==> config.mk <==
export PLATFORM = sky130hd
export DESIGN_NAME = ro_reset_wdog
export DESIGN_NICKNAME = d
export VERILOG_FILES = /design/src/rtl/ro_pkg.sv /design/src/rtl/ro_reset_wdog.sv
export VERILOG_INCLUDE_DIRS = /design/src /design/src/rtl
export SDC_FILE = /design/constraint.sdc
export NUM_CORES = 1
export LEC_CHECK = 0
export BUFFER_PORTS_ARGS = -buffer_cell sky130_fd_sc_hd__buf_2
export CORE_MARGIN = 2
export CORE_UTILIZATION = 55
export DETAILED_ROUTE_END_ITERATION = 6
export GPL_TIMING_DRIVEN = 0
export PLACE_DENSITY_LB_ADDON = 0.15
export SYNTH_ARGS = -nofsm -noshare
export SYNTH_HDL_FRONTEND = slang
export SYNTH_SLANG_ARGS = --single-unit
==> constraint.sdc <==
create_clock -name sys_clk -period 4 [get_ports sys_clk]
set_input_delay 0.6 -clock sys_clk [delete_from_list [all_inputs] [get_ports sys_clk]]
set_output_delay 0.6 -clock sys_clk [all_outputs]
set_load 0.1 [all_outputs]
==> src/rtl/ro_cfg.svh <==
`ifndef RO_CFG_SVH
`define RO_CFG_SVH
`define RO_CLK_NS 5
`define RO_TICK_NS 1000
`define RO_ADDR_STATUS 8'h20
`define RO_ADDR_CFG 8'h3B
`define RO_ADDR_UV 8'h3C
`define RO_ADDR_OV 8'h3D
`define RO_ADDR_MODE 8'h73
`define RO_ADDR_WDCLR 8'h75
`define RO_ADDR_WDCFG 8'h76
`define RO_CFG_SOFT 0
`define RO_CFG_POL 2
`define RO_CFG_PP 3
`define RO_ST_RST 0
`define RO_ST_WDFLAG 1
`define RO_MODE_INDEP 4
`define RO_WDCLR_BIT 5
`define RO_WD_RSTEN 7
`define RO_CFG_RST 8'h00
`define RO_MASK_RST 8'h00
`define RO_MODE_RST 8'h00
`define RO_WDCFG_RST 8'h00
`endif

==> src/rtl/ro_pkg.sv <==
package ro_pkg;
    typedef enum logic [1:0] {
        RO_WD_OFF = 2'b00,
        RO_WD_START = 2'b01,
        RO_WD_RUN = 2'b11,
        RO_WD_EXP = 2'b10
    } ro_wd_state_t;
endpackage : ro_pkg

==> src/rtl/ro_reset_wdog.sv <==
`timescale 1ns/1ps
`include "ro_cfg.svh"
module ro_reset_wdog #(
    parameter int TICK_CYCLES = `RO_TICK_NS / `RO_CLK_NS
) (
    input wire logic sys_clk,
    input wire logic rst_n,
    input wire logic reg_wr,
    input wire logic reg_rd,
    input wire logic [7:0] reg_addr,
    input wire logic [7:0] reg_wdata,
    output logic [7:0] reg_rdata,
    input wire logic power_down_active,
    input wire logic last_slot_delay_done,
    input wire logic [5:0] last_slot_channels,
    input wire logic [5:0] monitored_channel_above_uv,
    input wire logic [5:0] monitored_channel_uv_fault,
    input wire logic [5:0] monitored_channel_ov_fault,
    input wire logic [5:0] monitored_channel_critical,
    input wire logic supply_ok,
    input wire logic boot_done,
    input wire logic soft_reboot,
    input wire logic manual_reset_input_n,
    input wire logic enable_input,
    input wire logic watchdog_kick_input,
    output logic reset_pin_out,
    output logic reset_pin_oe,
    output logic watchdog_expiry_output_n
);

    // pin synchronisers
    logic kick_s1, kick_s2, kick_s3;
    logic [2:0] kick_warm;
    logic en_s1, en_s2;
    logic mr_s1, mr_s2;

    always_ff @(posedge sys_clk or negedge rst_n) begin
        if (!rst_n) begin
            kick_s1 <= 1'b0;
            kick_s2 <= 1'b0;
            kick_s3 <= 1'b0;
            kick_warm <= 3'b000;
            en_s1 <= 1'b0;
            en_s2 <= 1'b0;
            mr_s1 <= 1'b1;
            mr_s2 <= 1'b1;
        end else begin
            kick_s1 <= watchdog_kick_input;
            kick_s2 <= kick_s1;
            kick_s3 <= kick_s2;
            kick_warm <= {kick_warm[1:0], 1'b1};
            en_s1 <= enable_input;
            en_s2 <= en_s1;
            mr_s1 <= manual_reset_input_n;
            mr_s2 <= mr_s1;
        end
    end

    // pin level before reset is unknown; a false kick would cut the startup delay short
    wire kick_edge = kick_warm[2] && (kick_s2 ^ kick_s3);

    // 1us time base; all long periods count ticks so they stay narrow
    logic [7:0] tick_cnt;
    wire tick = (tick_cnt == 8'(TICK_CYCLES - 1));

    always_ff @(posedge sys_clk or negedge rst_n) begin
        if (!rst_n)
            tick_cnt <= 8'h00;
        else if (tick)
            tick_cnt <= 8'h00;
        else
            tick_cnt <= tick_cnt + 8'h01;
    end

    // period tables in microseconds
    function automatic logic [19:0] rp_us(input logic [3:0] code);
        case (code)
            4'h0: rp_us = 20'd25;
            4'h1: rp_us = 20'd1500;
            4'h2: rp_us = 20'd2500;
            4'h3: rp_us = 20'd4000;
            4'h4: rp_us = 20'd6000;
            4'h5: rp_us = 20'd10000;
            4'h6: rp_us = 20'd15000;
            4'h7: rp_us = 20'd25000;
            4'h8: rp_us = 20'd40000;
            4'h9: rp_us = 20'd60000;
            4'hA: rp_us = 20'd100000;
            4'hB: rp_us = 20'd150000;
            4'hC: rp_us = 20'd250000;
            4'hD: rp_us = 20'd400000;
            default: rp_us = 20'd1000000;
        endcase
    endfunction : rp_us

    function automatic logic [28:0] start_us(input logic [2:0] code);
        case (code)
            3'h1: start_us = 29'd30000000;
            3'h2: start_us = 29'd40000000;
            3'h3: start_us = 29'd80000000;
            3'h4: start_us = 29'd120000000;
            3'h5: start_us = 29'd160000000;
            3'h6: start_us = 29'd220000000;
            3'h7: start_us = 29'd300000000;
            default: start_us = 29'd0;
        endcase
    endfunction : start_us

    function automatic logic [28:0] wd_us(input logic [3:0] code);
        case (code)
            4'h1: wd_us = 29'd1000;
            4'h2: wd_us = 29'd2000;
            4'h3: wd_us = 29'd4000;
            4'h4: wd_us = 29'd8000;
            4'h5: wd_us = 29'd14000;
            4'h6: wd_us = 29'd27000;
            4'h7: wd_us = 29'd50000;
            4'h8: wd_us = 29'd100000;
            4'h9: wd_us = 29'd200000;
            4'hA: wd_us = 29'd400000;
            4'hB: wd_us = 29'd750000;
            4'hC: wd_us = 29'd1400000;
            4'hD: wd_us = 29'd2700000;
            4'hE: wd_us = 29'd5000000;
            4'hF: wd_us = 29'd10000000;
            default: wd_us = 29'd0;
        endcase
    endfunction : wd_us

    // registers
    logic [7:0] cfg;
    logic [5:0] uv_mask;
    logic [5:0] ov_mask;
    logic mode_indep;
    logic [7:0] wd_cfg;
    logic wd_flag;
    logic rst_asserted;

    wire wr_cfg = reg_wr && (reg_addr == `RO_ADDR_CFG);
    wire wr_status = reg_wr && (reg_addr == `RO_ADDR_STATUS);
    wire sw_clear = reg_wr && (reg_addr == `RO_ADDR_WDCLR) && reg_wdata[`RO_WDCLR_BIT];
    wire soft_trig = cfg[`RO_CFG_SOFT];

    always_ff @(posedge sys_clk or negedge rst_n) begin
        if (!rst_n) begin
            cfg <= `RO_CFG_RST;
            uv_mask <= 6'(`RO_MASK_RST);
            ov_mask <= 6'(`RO_MASK_RST);
            mode_indep <= 1'(`RO_MODE_RST >> `RO_MODE_INDEP);
            wd_cfg <= `RO_WDCFG_RST;
        end else begin
            if (wr_cfg)
                cfg <= {reg_wdata[7:2], 1'b0, reg_wdata[0]};
            else if (soft_trig)
                cfg[`RO_CFG_SOFT] <= 1'b0;
            if (reg_wr && reg_addr == `RO_ADDR_UV)
                uv_mask <= reg_wdata[5:0];
            if (reg_wr && reg_addr == `RO_ADDR_OV)
                ov_mask <= reg_wdata[5:0];
            if (reg_wr && reg_addr == `RO_ADDR_MODE)
                mode_indep <= reg_wdata[`RO_MODE_INDEP];
            if (reg_wr && reg_addr == `RO_ADDR_WDCFG)
                wd_cfg <= reg_wdata;
        end
    end

    wire [7:0] rd_mux =
        (reg_addr == `RO_ADDR_STATUS) ? {6'h00, wd_flag, rst_asserted} :
        (reg_addr == `RO_ADDR_CFG) ? cfg :
        (reg_addr == `RO_ADDR_UV) ? {2'h0, uv_mask} :
        (reg_addr == `RO_ADDR_OV) ? {2'h0, ov_mask} :
        (reg_addr == `RO_ADDR_MODE) ? {3'h0, mode_indep, 4'h0} :
        (reg_addr == `RO_ADDR_WDCFG) ? wd_cfg : 8'h00;

    always_ff @(posedge sys_clk or negedge rst_n) begin
        if (!rst_n)
            reg_rdata <= 8'h00;
        else if (reg_rd)
            reg_rdata <= rd_mux;
    end

    // reset output path
    wire pu_complete = last_slot_delay_done &&
        ((last_slot_channels & ~monitored_channel_above_uv) == 6'h00);
    wire uv_trip = |(monitored_channel_uv_fault & uv_mask);
    wire ov_trip = |(monitored_channel_ov_fault & ov_mask);
    wire crit_trip = |monitored_channel_critical;
    wire mon_trip = pu_complete && (uv_trip || ov_trip || crit_trip);
    wire rst_hold = !pu_complete || power_down_active || mon_trip ||
        soft_reboot || !mr_s2;

    logic [19:0] rp_cnt;
    logic by_wd;
    logic wd_fire;
    wire wd_rst_fire = wd_fire && tick;
    wire [19:0] rp_len = rp_us(cfg[7:4]);

    always_ff @(posedge sys_clk or negedge rst_n) begin
        if (!rst_n)
            rp_cnt <= 20'h00000;
        else if (rst_hold || soft_trig || wd_rst_fire)
            rp_cnt <= rp_len;
        else if (tick && rp_cnt != 20'h00000)
            rp_cnt <= rp_cnt - 20'h00001;
    end

    always_ff @(posedge sys_clk or negedge rst_n) begin
        if (!rst_n) begin
            rst_asserted <= 1'b1;
            by_wd <= 1'b0;
        end else begin
            rst_asserted <= rst_hold || soft_trig || wd_rst_fire || (rp_cnt != 20'h00000);
            if (wd_rst_fire)
                by_wd <= 1'b1;
            else if (rp_cnt == 20'h00000)
                by_wd <= 1'b0;
        end
    end

    // open drain drives only the low level, asserted or not
    wire pin_level = rst_asserted ^ !cfg[`RO_CFG_POL];
    wire pin_pp = cfg[`RO_CFG_PP];

    always_ff @(posedge sys_clk or negedge rst_n) begin
        if (!rst_n) begin
            reset_pin_out <= 1'b0;
            reset_pin_oe <= 1'b1;
        end else begin
            reset_pin_out <= pin_pp ? pin_level : 1'b0;
            reset_pin_oe <= pin_pp || !pin_level;
        end
    end

    // watchdog
    ro_pkg::ro_wd_state_t wd_state, next_state;
    logic [28:0] wd_cnt, next_cnt;
    wire [28:0] wd_len = wd_us(wd_cfg[3:0]);
    wire [28:0] st_len = start_us(wd_cfg[6:4]);
    wire restart = kick_edge || sw_clear;
    wire dep_hold = rst_asserted || !pu_complete;
    wire ind_hold = !supply_ok || !boot_done || by_wd;
    wire wd_hold = !en_s2 || (wd_len == 29'd0) ||
        (mode_indep ? ind_hold : dep_hold);
    wire cnt_end = tick && (wd_cnt + 29'd1 >= (wd_state == ro_pkg::RO_WD_START ? st_len : wd_len));

    always_comb begin
        next_state = wd_state;
        next_cnt = wd_cnt;
        if (wd_hold) begin
            next_state = ro_pkg::RO_WD_OFF;
            next_cnt = 29'd0;
        end else begin
            case (wd_state)
                ro_pkg::RO_WD_OFF: begin
                    next_state = (st_len != 29'd0) ? ro_pkg::RO_WD_START :
                        ro_pkg::RO_WD_RUN;
                    next_cnt = 29'd0;
                end
                ro_pkg::RO_WD_START, ro_pkg::RO_WD_RUN: begin
                    if (restart) begin
                        next_state = ro_pkg::RO_WD_RUN;
                        next_cnt = 29'd0;
                    end else if (cnt_end) begin
                        next_state = ro_pkg::RO_WD_EXP;
                        next_cnt = 29'd0;
                    end else if (tick) begin
                        next_cnt = wd_cnt + 29'd1;
                    end
                end
                ro_pkg::RO_WD_EXP: begin
                    if (restart)
                        next_state = ro_pkg::RO_WD_RUN;
                end
                default: begin
                    next_state = ro_pkg::RO_WD_OFF;
                    next_cnt = 29'd0;
                end
            endcase
        end
    end

    wire expiry = (next_state == ro_pkg::RO_WD_EXP) && (wd_state != ro_pkg::RO_WD_EXP);

    always_ff @(posedge sys_clk or negedge rst_n) begin
        if (!rst_n) begin
            wd_state <= ro_pkg::RO_WD_OFF;
            wd_cnt <= 29'd0;
            watchdog_expiry_output_n <= 1'b1;
        end else begin
            wd_state <= next_state;
            wd_cnt <= next_cnt;
            watchdog_expiry_output_n <= (next_state != ro_pkg::RO_WD_EXP);
        end
    end

    // reset follows expiry one tick later so the expiry output shows for about 1us
    always_ff @(posedge sys_clk or negedge rst_n) begin
        if (!rst_n)
            wd_fire <= 1'b0;
        else if (expiry && wd_cfg[`RO_WD_RSTEN])
            wd_fire <= 1'b1;
        else if (tick || wd_hold)
            wd_fire <= 1'b0;
    end

    // a new watchdog reset wins over a software clear in the same cycle
    always_ff @(posedge sys_clk or negedge rst_n) begin
        if (!rst_n)
            wd_flag <= 1'b0;
        else if (wd_rst_fire)
            wd_flag <= 1'b1;
        else if (wr_status && reg_wdata[`RO_ST_WDFLAG])
            wd_flag <= 1'b0;
    end

    // checks
    rst_hold_a: assert property (@(posedge sys_clk) disable iff (!rst_n)
        rst_hold |=> rst_asserted) else $error("reset not held");
    rst_release_a: assert property (@(posedge sys_clk) disable iff (!rst_n)
        $fell(rst_asserted) |-> $past(rp_cnt) == 20'h00001 || $past(rp_cnt) == 20'h00000)
        else $error("reset released early");
    pu_empty_a: assert property (@(posedge sys_clk) disable iff (!rst_n)
        last_slot_delay_done && last_slot_channels == 6'h00 && !power_down_active &&
        !soft_reboot && mr_s2 && !mon_trip && !soft_trig && !wd_rst_fire &&
        rp_cnt == 20'h00000 |=> !rst_asserted)
        else $error("empty slot not complete");
    uv_mask_a: assert property (@(posedge sys_clk) disable iff (!rst_n)
        pu_complete && uv_trip |=> rst_asserted ##1 reset_pin_out == cfg[`RO_CFG_POL]
        || !pin_pp) else $error("undervoltage missed");
    ov_mask_a: assert property (@(posedge sys_clk) disable iff (!rst_n)
        pu_complete && ov_trip |=> rst_asserted) else $error("overvoltage missed");
    crit_trip_a: assert property (@(posedge sys_clk) disable iff (!rst_n)
        pu_complete && crit_trip |=> rst_asserted) else $error("critical missed");
    open_drain_a: assert property (@(posedge sys_clk) disable iff (!rst_n)
        !$past(pin_pp) |-> !(reset_pin_oe && reset_pin_out)) else $error("od drives high");
    soft_clear_a: assert property (@(posedge sys_clk) disable iff (!rst_n)
        soft_trig && !wr_cfg |=> !soft_trig && rst_asserted) else $error("soft trigger");
    status_read_a: assert property (@(posedge sys_clk) disable iff (!rst_n)
        reg_rd && reg_addr == `RO_ADDR_STATUS |=> reg_rdata[0] == $past(rst_asserted))
        else $error("status mismatch");
    dep_hold_a: assert property (@(posedge sys_clk) disable iff (!rst_n)
        !mode_indep && rst_asserted |=> wd_state == ro_pkg::RO_WD_OFF ##1
        watchdog_expiry_output_n || !rst_asserted) else $error("watchdog not held");
    en_low_a: assert property (@(posedge sys_clk) disable iff (!rst_n)
        !en_s2 |=> wd_state == ro_pkg::RO_WD_OFF) else $error("enable low ignored");
    kick_clear_a: assert property (@(posedge sys_clk) disable iff (!rst_n)
        wd_state == ro_pkg::RO_WD_EXP && kick_edge && !wd_hold |=> ##1 watchdog_expiry_output_n)
        else $error("kick not clearing");
    flag_set_a: assert property (@(posedge sys_clk) disable iff (!rst_n)
        wd_rst_fire |=> wd_flag && rst_asserted) else $error("flag not set");

    soft_pulse_c: cover property (@(posedge sys_clk) disable iff (!rst_n)
        soft_trig ##1 rst_asserted);
    wd_expire_c: cover property (@(posedge sys_clk) disable iff (!rst_n)
        expiry ##[1:400] wd_rst_fire);
    start_run_c: cover property (@(posedge sys_clk) disable iff (!rst_n)
        wd_state == ro_pkg::RO_WD_START ##1 wd_state == ro_pkg::RO_WD_RUN);

endmodule : ro_reset_wdog

==> results.cfg <==
[status]
outcome = complete, no violations

[power_and_ir_drop]
p_int_mw = 1.768
p_sw_share_pct = 30.82
comb_power_share_pct = 16.2
p_seq_share_pct = 47.4
power_density_nw_per_um2 = 289.1
p_switching_uw = 787.9
pwr-share-clk_pct = 36.4
p_leak_nw = 3.982
power_mw = 2.556
irDropWorstVdd_mv = 0.2193

[die]
initial_utilization_pct = 56.27
core_sq_um = 13240
die_height_um = 120.4
fp.dieW_um = 120.4
ios = 69
placementRows = 42
dieArea_sq_um = 14500

[layout]
regArea_sq_um = 2813
num_antenna_cells = 0
layout.nets = 1041
final_util_pct = 66.77
multi_input_area_sq_um = 4612
syn2layout_area_growth_pct = 18.65
drive_above_1_share_pct = 23.70
final.fill_count = 1122

[clocking]
cts_tree = built
numCtsBuffers = 9
clock_path_buffers = 2
clock-sinks = 112
h-tree-depth = 3
insertion_delay_ns = 0.37
clkTransAtPathRegs_ns = 0.08
cts_root_buffer = clkbuf_16

[logic_synthesis]
synth-seq-cells = 112
synth_area_leader_cell = dfrtp_1
ys_types = 74
yosys.area.top_type_share_pct = 35.93
ys_warn_count = 0
synth_edf_count = 0
yosysMostFrequentCell = dfrtp_1
synthCells = 837
synthArstFlopShare_pct = 100.0
synth_area_leaders = dfrtp_1 36%, ha_1 7.2%, nand2_1 4.7%, mux2_2 4.4%, o21ai_0 3.8%
synth_common_cells = 107 x dfrtp_1, 93 x nand2_1, 57 x o21ai_0, 54 x nor2_1, 43 x ha_1
ys_seq_area_share_pct = 37.69
avgSynthCellArea_sq_um = 8.903
synth_ff_type = dfrtp_1
synth_fp_nets = 938
syn-cell-area_sq_um = 7452

[critical_path]
start_kind = flip-flop
critPathKind = flip-flop to flip-flop
end_kind = flip-flop
ff2ff_path_depth = 18
r2r_setup_slack_ns = 0.01
critPathMaxFanout = 6
worstReg2RegEnd = wd_cnt[11]$_DFFE_PN0P_
reg2reg_from = wd_cnt[1]$_DFFE_PN0P_
cp.arrival_ns = 4.29
cp.required_ns = 4.30

[detailed_routing]
drtIter0Drc = 659
drt_first_pass_iters = 7
drc_errors = 0
via_per_inst = 6.159
postRouteAntennaNets = 0
drt-total-wl_um = 20540
post_drt_wl_per_cell_um = 18.32
vias = 6904

[sta]
drv_slew = 0
setup_viol = 0
period_minus_slack_ns = 3.988
rsz0062_at_grt = true
finalCritPeriodShare_pct = 99.70
relSlewSlack_pct = 45.07
finalHoldViolCount = 0
holdWs_ns = 0.2237
fin_skew_ns = 0.01179
fmaxAchievable_mhz = 250.8
worstMarginPinSlew_ns = 0.8177

[worst_hold_path]
hold_path.class = primary input to asynchronous set/reset pin

[placement]
place_congestion = 0.9668
io_buffers = 65
dp_hpwl_um = 14570

[grt]
antenna_found_initial = 0
grt.total_usage_pct = 28.38
grt_pass1_wl_um = 32640
grt_pass1_vias = 6468
overflow = 0
grt_max_degree = 72

[job]
drv_cap = 0
cell families after synthesis:
family / share of synthesized area [%]
simple gates: 24.46
compound gates: 16.89
flops: 37.69
buf+inv: 3.694
fa+ha+maj: 7.354
mux: 5.625
xor+xnor: 4.231
other cells: 0.05032
worst max-delay path by stage:
stage	start	end	slack, ns	depth (start not counted)
global placement	wd_cnt[0]$_DFFE_PN0P_	wd_cnt[15]$_DFFE_PN0P_	-0.70	16
detailed placement	wd_cnt[0]$_DFFE_PN0P_	wd_cnt[28]$_DFFE_PN0P_	-0.76	16
finish	wd_cnt[1]$_DFFE_PN0P_	wd_cnt[11]$_DFFE_PN0P_	0.01	18
global route	wd_cnt[1]$_DFFE_PN0P_	wd_cnt[11]$_DFFE_PN0P_	-0.12	18
floorplan	wd_cnt[0]$_DFFE_PN0P_	wd_cnt[24]$_DFFE_PN0P_	0.13	16
CTS	wd_cfg[1]$_DFFE_PN0P_	wd_cnt[17]$_DFFE_PN0P_	0.004	17
layout make-up:
cell class              count  area share (%)
clock buffers               9           2.547
multi-input cells         657           52.16
clock inverters             7          0.8349
well taps                 176           2.490
repair buffers             95           6.919
flip-flops and latches    112           31.81
plain buffers              35           1.967
inverters                  30           1.274
through the flow:
stage                     std cells  setup slack [ns]  TNS, ns  cell area (sq um)
after floorplan                 837            0.1313        0               7452
after global placement         1078           -0.7019   -17.84               7998
after detailed placement       1079           -0.7609   -19.21               8028
after CTS                      1110          0.003665        0               8534
after global routing           1121           -0.1157   -1.823               8842
final                          1121           0.01203        0               8842
layout by cell type, fill, tap and decap left out, types with 15 or more instances in the layout:
cell	instances
a21oi_1	35
a22oi_1	17
a31oi_1	15
buf_2	71
buf_4	30
clkbuf_1	20
dfrtp_1	104
ha_1	38
inv_1	29
mux2_2	29
nand2_1	92
nand2b_1	16
nand3_1	29
nand4_1	16
nor2_1	53
nor3_1	24
o21ai_0	40
o21ai_1	16
xnor2_1	22
critical path: stages (launching register included):
cell      delay, ns
dfrtp_1        0.40
buf_4          0.14
and3_1         0.19
nand4_1        0.11
buf_4          0.20
nor3_4         0.23
nand3_1        0.12
and2_1         0.19
or2_2          0.30
ha_1           0.20
a21o_1         0.15
a221o_1        0.33
a221oi_4       0.37
o41ai_4        0.16
nor4_4         0.33
buf_6          0.20
buf_8          0.14
nand3_2        0.08
o21ai_1        0.08
state kept, by name (all words and copies together), names as in the netlist, 2 cells and up:
| register | count |
|---|---|
| reg_rdata | 8 |
| ov_mask | 6 |
| wd_cfg | 8 |
| tick_cnt | 8 |
| rp_cnt | 20 |
| kick_warm | 3 |
| wd_cnt | 29 |
| uv_mask | 6 |
| cfg | 7 |
| wd_state | 2 |
per-layer routing:
| metal | vias up | GRT usage (%) | share of wire (%) |
|---|---|---|---|
| li1 | 3263 | - | - |
| met1 | 3328 | 40.69 | 46 |
| met2 | 272 | 43.93 | 46 |
| met3 | 41 | 5.613 | 6.6 |
| met4 | 0 | 7.849 | 1.8 |
| met5 | - | 0 | 0 |
power by group through the flow:
stage	Clock, mW	Combinational [mW]	Sequential, mW
2_1_floorplan	0	0.214	1.27
3_3_place_gp	0	0.374	1.23
3_5_place_dp	0	0.386	1.23
4_1_cts	0.948	0.406	1.21
5_1_grt	0.985	0.455	1.22
6_report	0.930	0.414	1.21
timing repair:
item	4_1_cts	5_1_grt
hold buffers	0	0
gates resized for setup	17	69
gates cloned	0	3
setup buffers	16	10
endpoints found under the setup margin	33	33
pin swaps	7	24
Note: power is estimated with default switching activity, not from simulation.
